### config.mk
export PLATFORM = sky130hd
export DESIGN_NAME = skip_branch_and_irq_context
export DESIGN_NICKNAME = d
export VERILOG_FILES = /design/src/verilog/skip_core_pkg.sv /design/src/verilog/ram_map_if.sv /design/src/verilog/skip_branch_and_irq_context.sv /design/src/verilog/ram_bank_mapper.sv
export SDC_FILE = /design/constraint.sdc
export NUM_CORES = 1
export LEC_CHECK = 0
export BUFFER_PORTS_ARGS = -buffer_cell sky130_fd_sc_hd__buf_2
export CORE_AREA = 2 2 83 85
export CTS_BUF_LIST = sky130_fd_sc_hd__clkbuf_4
export CTS_CLUSTER_DIAMETER = 50
export DETAILED_ROUTE_END_ITERATION = 8
export DIE_AREA = 0 0 85 87
export PLACE_DENSITY = 0.77
export SYNTH_ARGS = -nofsm -noshare
export SYNTH_HDL_FRONTEND = slang
export SYNTH_SLANG_ARGS = --single-unit
### constraint.sdc
create_clock -name sys_clk -period 2.7 [get_ports sys_clk]
set_input_delay 0.135 -clock sys_clk [delete_from_list [all_inputs] [get_ports sys_clk]]
set_output_delay 0.135 -clock sys_clk [all_outputs]
set_load 0.005 [all_outputs]
### src/verilog/skip_core_pkg.sv
package skip_core_pkg;

  // Widths of the core datapath
  localparam int PC_W        = 13;
  localparam int IR_W        = 14;
  localparam int DATA_W      = 8;
  localparam int OFFSET_W    = 7;
  localparam int BANK_W      = 2;
  localparam int PHYS_W      = 9;
  localparam int LATCH_W     = 5;

  // Instruction field positions
  localparam int OP_HI       = 13;
  localparam int OP_LO       = 8;
  localparam int DEST_BIT    = 7;
  localparam int FILE_HI     = 6;
  localparam int JMP_OP_LO   = 11;
  localparam int LIT_HI      = 10;
  localparam int LATCH_HI    = 4;
  localparam int LATCH_LO    = 3;

  // Opcode encodings of the handled instructions
  localparam logic [5:0] OP_DEC_SKIP = 6'h0B;
  localparam logic [5:0] OP_INC_SKIP = 6'h0F;
  localparam logic [2:0] OP_JUMP     = 3'h5;

  // Destination select values
  localparam logic DEST_ACC  = 1'h0;
  localparam logic DEST_FILE = 1'h1;

  // Program counter values
  localparam logic [12:0] RESET_PC   = 13'h0000;
  localparam logic [12:0] IRQ_VECTOR = 13'h0004;
  localparam logic [12:0] PC_STEP    = 13'h0001;

  // Data step for increment and decrement
  localparam logic [7:0] DATA_ONE  = 8'h01;
  localparam logic [7:0] DATA_ZERO = 8'h00;

  // Shared area at the top of every bank
  localparam int         COMMON_SIZE = 16;
  localparam logic [6:0] COMMON_BASE = 7'h70;
  localparam logic [1:0] COMMON_BANK = 2'h0;

endpackage

### src/verilog/ram_map_if.sv
`timescale 1ns/1ns
`default_nettype none

// Bank plus offset in, physical data-RAM address out
interface ram_map_if;
  logic [1:0] bank;    // Bank select bits
  logic [6:0] offset;  // Offset within bank
  logic [8:0] phys;    // Physical RAM address

  modport requester (output bank, output offset, input phys);
  modport mapper    (input bank, input offset, output phys);
endinterface

`default_nettype wire

### src/verilog/skip_branch_and_irq_context.sv
// Functional notes
// - Interrupt entry pushes only the return address
// - Top 16 bytes of each bank shared
// - Decrement-skip writes file minus one, no flags
// - Destination bit: 0 accumulator, 1 file register
// - Decrement result zero turns next into no-op
// - Increment-skip writes file plus one, no flags
// - Increment result zero turns next into no-op
// - File operand 0..127, one destination bit
// - Jump loads 11-bit literal into low PC
// - Jump takes PC upper bits from latch bits 4:3
`timescale 1ns/1ns
`default_nettype none

module skip_branch_and_irq_context (
  input  wire logic        sys_clk,
  input  wire logic        reset,
  input  wire logic [13:0] instr_in,
  input  wire logic [7:0]  file_rdata,
  input  wire logic [1:0]  ram_bank,
  input  wire logic [4:0]  program_counter_latch_high,
  input  wire logic        irq_request,
  output logic      [12:0] prog_addr,
  output logic      [8:0]  file_raddr,
  output logic             file_we,
  output logic      [8:0]  file_waddr,
  output logic      [7:0]  file_wdata,
  output logic             acc_we,
  output logic      [7:0]  acc_wdata,
  output logic             stack_push,
  output logic      [12:0] stack_push_data,
  output logic             irq_ack
);

  // Two-stage pipeline: fetch, then execute
  // Fetch cycle shows prog_addr and maps the operand
  // Execute cycle sees file_rdata of that operand
  // Results leave one edge after execute
  // A cleared ir_valid turns the slot into a no-op
  // Skips and jumps clear it for the word behind them
  // Interrupt entry clears it for the word fetched at the return address
  // Flags are not kept here, none are ever written
  // Whole state of the core slice
  typedef struct packed {
    logic [12:0] pc;         // Address being fetched
    logic [13:0] ir;         // Instruction in execute
    logic        ir_valid;   // Low means execute a no-op
    logic [8:0]  raddr;      // Mapped file address of fetched word
    logic        file_we;    // File register write strobe
    logic [8:0]  file_waddr; // File register write address
    logic [7:0]  file_wdata; // File register write data
    logic        acc_we;     // Accumulator write strobe
    logic [7:0]  acc_wdata;  // Accumulator write data
    logic        push;       // Stack push strobe
    logic [12:0] push_data;  // Return address pushed
    logic        irq_ack;    // Interrupt taken pulse
  } core_state_t;

  core_state_t state;       // Registered state
  core_state_t next_state;  // Next state

  // Decode helpers
  logic [5:0]  opcode;      // Upper opcode field
  logic        dest;        // Destination select bit
  logic        is_dec;      // Decrement-skip executing
  logic        is_inc;      // Increment-skip executing
  logic        is_jump;     // Jump executing
  logic [7:0]  result;      // Incremented or decremented value
  logic        skip;        // Skip condition met
  logic        branch;      // Fetched word must be flushed
  logic        irq_take;    // Interrupt accepted this cycle
  logic [12:0] jump_target; // Target built from literal and latch

  // Address mapper link
  ram_map_if map_link ();

  // Bank and offset of the word just fetched
  assign map_link.bank   = ram_bank;
  assign map_link.offset = instr_in[skip_core_pkg::FILE_HI:0];

  // Mapper folds shared area of the banks
  ram_bank_mapper u_mapper (
    .map (map_link.mapper)
  );

  // Opcode sits in the top bits of the word
  // Jump is told by its three top bits alone
  // Instruction decode of the executing word
  always_comb begin
    opcode  = state.ir[skip_core_pkg::OP_HI:skip_core_pkg::OP_LO];
    dest    = state.ir[skip_core_pkg::DEST_BIT];
    is_dec  = state.ir_valid && (opcode == skip_core_pkg::OP_DEC_SKIP);
    is_inc  = state.ir_valid && (opcode == skip_core_pkg::OP_INC_SKIP);
    is_jump = state.ir_valid &&
              (state.ir[skip_core_pkg::OP_HI:skip_core_pkg::JMP_OP_LO]
               == skip_core_pkg::OP_JUMP);
  end

  // Result is formed for every word, used only by skips
  // Zero test decides the skip, nothing else
  // Arithmetic and control flow decisions
  always_comb begin
    // Flags are never touched by these operations
    if (is_dec) begin
      result = file_rdata - skip_core_pkg::DATA_ONE;
    end else begin
      result = file_rdata + skip_core_pkg::DATA_ONE;
    end
    // Zero result drops the next instruction
    skip   = (is_dec || is_inc) && (result == skip_core_pkg::DATA_ZERO);
    branch = is_jump || skip;
    // Interrupt waits until no flush is pending
    irq_take = irq_request && state.ir_valid && !branch;
    // Literal into low bits, latch bits into high bits
    jump_target = {program_counter_latch_high[skip_core_pkg::LATCH_HI:skip_core_pkg::LATCH_LO],
                   state.ir[skip_core_pkg::LIT_HI:0]};
  end

  // Only this process builds the next state copy
  // Priority: jump, then interrupt, then plain step
  // Interrupt cannot fire in a slot that branches
  // Next state build
  always_comb begin
    next_state = state;
    // Program counter sequencing
    if (is_jump) begin
      next_state.pc = jump_target;
    end else if (irq_take) begin
      next_state.pc = skip_core_pkg::IRQ_VECTOR;
    end else begin
      next_state.pc = state.pc + skip_core_pkg::PC_STEP;
    end
    // Fetched word moves to execute, or becomes a no-op
    next_state.ir        = instr_in;
    next_state.ir_valid  = !(branch || irq_take);
    next_state.raddr     = map_link.phys;
    // Result routing by destination bit, full 7-bit file operand
    next_state.acc_we     = (is_dec || is_inc) && (dest == skip_core_pkg::DEST_ACC);
    next_state.file_we    = (is_dec || is_inc) && (dest == skip_core_pkg::DEST_FILE);
    next_state.acc_wdata  = result;
    next_state.file_wdata = result;
    // Write goes to the operand address of the executing word
    next_state.file_waddr = state.raddr;
    // Interrupt entry saves only the return address
    next_state.push      = irq_take;
    next_state.push_data = state.pc;
    next_state.irq_ack   = irq_take;
  end

  // Reset clears every strobe and makes the slot a no-op
  // Fetch restarts at the reset address
  // State register
  always_ff @(posedge sys_clk) begin
    if (reset) begin
      state <= '0;
      state.pc <= skip_core_pkg::RESET_PC;
    end else begin
      state <= next_state;
    end
  end

  // No logic between the register and the pins
  // Outputs straight from the state register
  assign prog_addr       = state.pc;
  assign file_raddr      = state.raddr;
  assign file_we         = state.file_we;
  assign file_waddr      = state.file_waddr;
  assign file_wdata      = state.file_wdata;
  assign acc_we          = state.acc_we;
  assign acc_wdata       = state.acc_wdata;
  assign stack_push      = state.push;
  assign stack_push_data = state.push_data;
  assign irq_ack         = state.irq_ack;
endmodule

`default_nettype wire

### src/verilog/ram_bank_mapper.sv
`timescale 1ns/1ns
`default_nettype none

// Folds the top locations of each bank onto one shared area
module ram_bank_mapper (
  ram_map_if.mapper map
);

  // Top offsets ignore the bank bits, all others are banked
  always_comb begin
    if (map.offset >= skip_core_pkg::COMMON_BASE) begin
      map.phys = {skip_core_pkg::COMMON_BANK, map.offset};
    end else begin
      map.phys = {map.bank, map.offset};
    end
  end

endmodule

`default_nettype wire

==> results.sh <==
export IMPL_cp_required_ns=3.03
export IMPL_critPathCaptureType="flip-flop"
export IMPL_fin_cells=473
export IMPL_report_power_total_mw=1.743
export IMPL_rows=30
export IMPL_max_stage_delay_ns=0.34
export IMPL_nets=429
export IMPL_via_per_inst=4.647
export IMPL_tns_ns=0
export IMPL_path_cells="nand4bb_4 > or2_4 > inv_8 > ha_4 > a21oi_2 > o211ai_1 > buf_4 > xnor2_2 > nor4_4 > a211oi_2 > buf_4 > a211oi_2"
export IMPL_grt_max_degree=34
export IMPL_arrival_ns=3.00
export IMPL_startpoint_type="flip-flop"
export IMPL_setup_viol=0
export IMPL_min_period_over_period_pct=99.00
export IMPL_synth_edf_count=0
export IMPL_status="complete, no violations"
export IMPL_antenna_left=0
export IMPL_rsz0062_at_grt="yes"
export IMPL_overflow=0
export IMPL_cts_tree="done"
export IMPL_grt_pass1_wl_um=9135
export IMPL_drt_iter0_drc=90
export IMPL_dp_hpwl_um=4138
export IMPL_antenna_found_initial=0
export IMPL_maxCapViolations=0
export IMPL_reg2reg_slack_ns=0.03
export IMPL_wirelength_um=6046
export IMPL_power_density_mw_per_mm2=472.3
export IMPL_relSlewSlack_pct=62.76
export IMPL_syn_area_per_cell_um2=9.447
export IMPL_synth_area_mm2=0.003023
export IMPL_hold_path_class="primary input to flip-flop"
export IMPL_cts_htree_levels=3
export IMPL_synthArstFlopShare_pct=0
export IMPL_clkTransAtPathRegs_ns=0.10
export IMPL_worstPathMaxFanout=6
export IMPL_syn_nets=361
export IMPL_drive_above_1_share_pct=40.46
export IMPL_clk_latency_ns=0.41
export IMPL_critPathSlowestCell="dfxtp_2"
export IMPL_start_util_pct=46.02
export IMPL_drv_slew=0
export IMPL_place_port_buffers=92
export IMPL_vias=2198
export IMPL_ys_warn_count=0
export IMPL_die_y_um=87
export IMPL_synth_seq_cells=63
export IMPL_yosysUniqueCellTypes=48
export IMPL_fin_hold_ws_ns=0.1027
export IMPL_dieArea_mm2=0.007395
export IMPL_drc=0
export IMPL_cellLeakagePower_nw=1.741
export IMPL_dp_cells=437
export IMPL_core_area_mm2=0.006569
export IMPL_grt_use_total_pct=15.83
export IMPL_die_w_um=85
export IMPL_synth_flop_cell="dfxtp_1"
export IMPL_io_pins=96
export IMPL_timing_fmax_ghz=0.3741
export IMPL_cts_root_buf="clkbuf_4"
export IMPL_fillers=574
export IMPL_cts_made_buffers=9
export IMPL_antenna_cells=0
export IMPL_routabilityCongestion=0.8510
export IMPL_yosysSeqAreaShare_pct=41.72
export IMPL_clock_skew_ns=0.01419
export IMPL_ir_worst_vdd_mv=0.2162
export IMPL_tightest_slew_ns=0.5586
export IMPL_clockBufferDepth=2
export IMPL_finalHoldViolCount=0
export IMPL_synth_cells=320
export IMPL_min_period_ns=2.673
export IMPL_firstDrtPassIters=4
export IMPL_path_class="flip-flop to flip-flop"
export IMPL_wl_per_cell_um=12.78
export IMPL_syn2layout_area_growth_pct=22.06
export IMPL_cts_sinks=63
export IMPL_first_global_vias=1984
-- registers in the layout, indices dropped and copies added, names as in the netlist --
signal           cells
file_waddr           9
acc_we               1
jump_target         10
acc_wdata            8
file_raddr           2
stack_push_data     13
opcode               3
file_we              1
prog_addr           13
dest                 1
irq_ack              1
state                1
-- worst max-delay path, delay by kind of cell (launching register included) --
| family | cells | cell delay, ns |
|---|---|---|
| compound gates | 4 | 0.56 |
| flops | 1 | 0.34 |
| xor+xnor | 1 | 0.18 |
| buf+inv | 3 | 0.45 |
| fa+ha+maj | 1 | 0.22 |
| simple gates | 3 | 0.85 |
-- cells in the final DEF, fill, tap and decap left out, types with 3 or more instances in the layout --
| master | n |
|---|---|
| clkbuf_4 | 9 |
| nor2b_1 | 40 |
| nand2_1 | 12 |
| dlygate4sd3_1 | 17 |
| a211oi_1 | 3 |
| nor3_1 | 4 |
| a21o_1 | 7 |
| nand3_1 | 5 |
| o32ai_1 | 6 |
| buf_4 | 20 |
| and2_1 | 4 |
| nor2_1 | 22 |
| xnor2_1 | 3 |
| a21oi_1 | 5 |
| buf_2 | 92 |
| inv_1 | 10 |
| clkinv_1 | 3 |
| xor2_1 | 9 |
| nand4_1 | 4 |
| ha_4 | 6 |
| a21oi_2 | 3 |
| dfxtp_1 | 62 |
-- worst paths after layout --
path | start | endpoint | cells past startpoint
max | jump_target[10] | prog_addr[6] | 12
min | irq_request | irq_ack | 3
max reg2reg | jump_target[10] | prog_addr[6] | 12
min reg2reg | dest | acc_we | 1
-- cell families (layout without fill, tap and decap cells) --
family          Yosys count  after routing  synth area share, %
fa+ha+maj                 9              9                3.974
flops                    63             63                41.72
simple gates            110            110                21.36
compound gates           40             40                10.64
buf+inv                  84            157                18.25
xor+xnor                 14             14                4.056
-- per-stage QoR --
step           setup slack, ns  instance area [µm²]  utilization, %
3_3_place_gp           -0.1101                 3204           48.78
2_1_floorplan           0.1228                 3023               -
6_report               0.02708                 3690           56.17
3_5_place_dp           -0.1656                 3204           48.78
5_1_grt               -0.07855                 3690           56.17
4_1_cts                0.02144                 3550           54.04
-- where the power goes --
part | total, mW | internal, mW | switching (mW)
Sequential | 0.989 | 0.967 | 0.0218
Combinational | 0.233 | 0.126 | 0.107
Clock | 0.520 | 0.179 | 0.341
Total | 1.74 | 1.27 | 0.470
-- per-layer routing --
metal	part of all wire [%]	global-route usage, %	routed length [µm]	vias up
met2	49	25.07	2947	64
met3	4.9	5.498	298	13
met4	2.3	7.359	137	0
met5	0	0	0	-
met1	44	19.38	2662	977
li1	-	-	-	1144
-- cells in the mapped netlist (all sizes together) (2+ instances only) --
cell / number / area, µm²
nand2: 12 / 45.04
nand3: 5 / 25.02
o21ai: 3 / 15.01
and3: 2 / 12.51
a221oi: 2 / 23.77
nor3b: 2 / 15.01
nor2: 22 / 82.58
ha: 8 / 100.1
o32ai: 6 / 52.55
nor4: 2 / 33.78
nor2b: 40 / 250.2
dfxtp: 63 / 1261
a21oi: 8 / 40.04
inv: 12 / 45.04
xor2: 10 / 87.58
or2: 2 / 15.02
nor3: 5 / 25.02
nand3b: 2 / 27.53
nand4: 4 / 25.02
a211oi: 5 / 47.54
xnor2: 4 / 35.03
clkbuf: 6 / 22.52
and2: 5 / 31.28
nand2b: 3 / 18.77
buf: 66 / 484.2
a21o: 7 / 52.55
-- final cells by class --
type	instances	area, µm²	area share [%]
tap	80	100.1	2.713
multi-input combinational	173	1386	37.57
clock inverter	7	40.04	1.085
timing repair buffer	129	780.7	21.16
sequential	63	1262	34.21
inverter	12	52.55	1.424
clock buffer	9	67.56	1.831
-- what timing repair did --
action,in CTS,in global routing
setup endpoints to repair,15,15
pin swaps,4,10
hold endpoints to repair,17,0
hold buffers,17,0
gates cloned,0,0
resized for setup,11,21
buffers inserted,2,2
No activity file was read; power rests on OpenSTA's default activity.
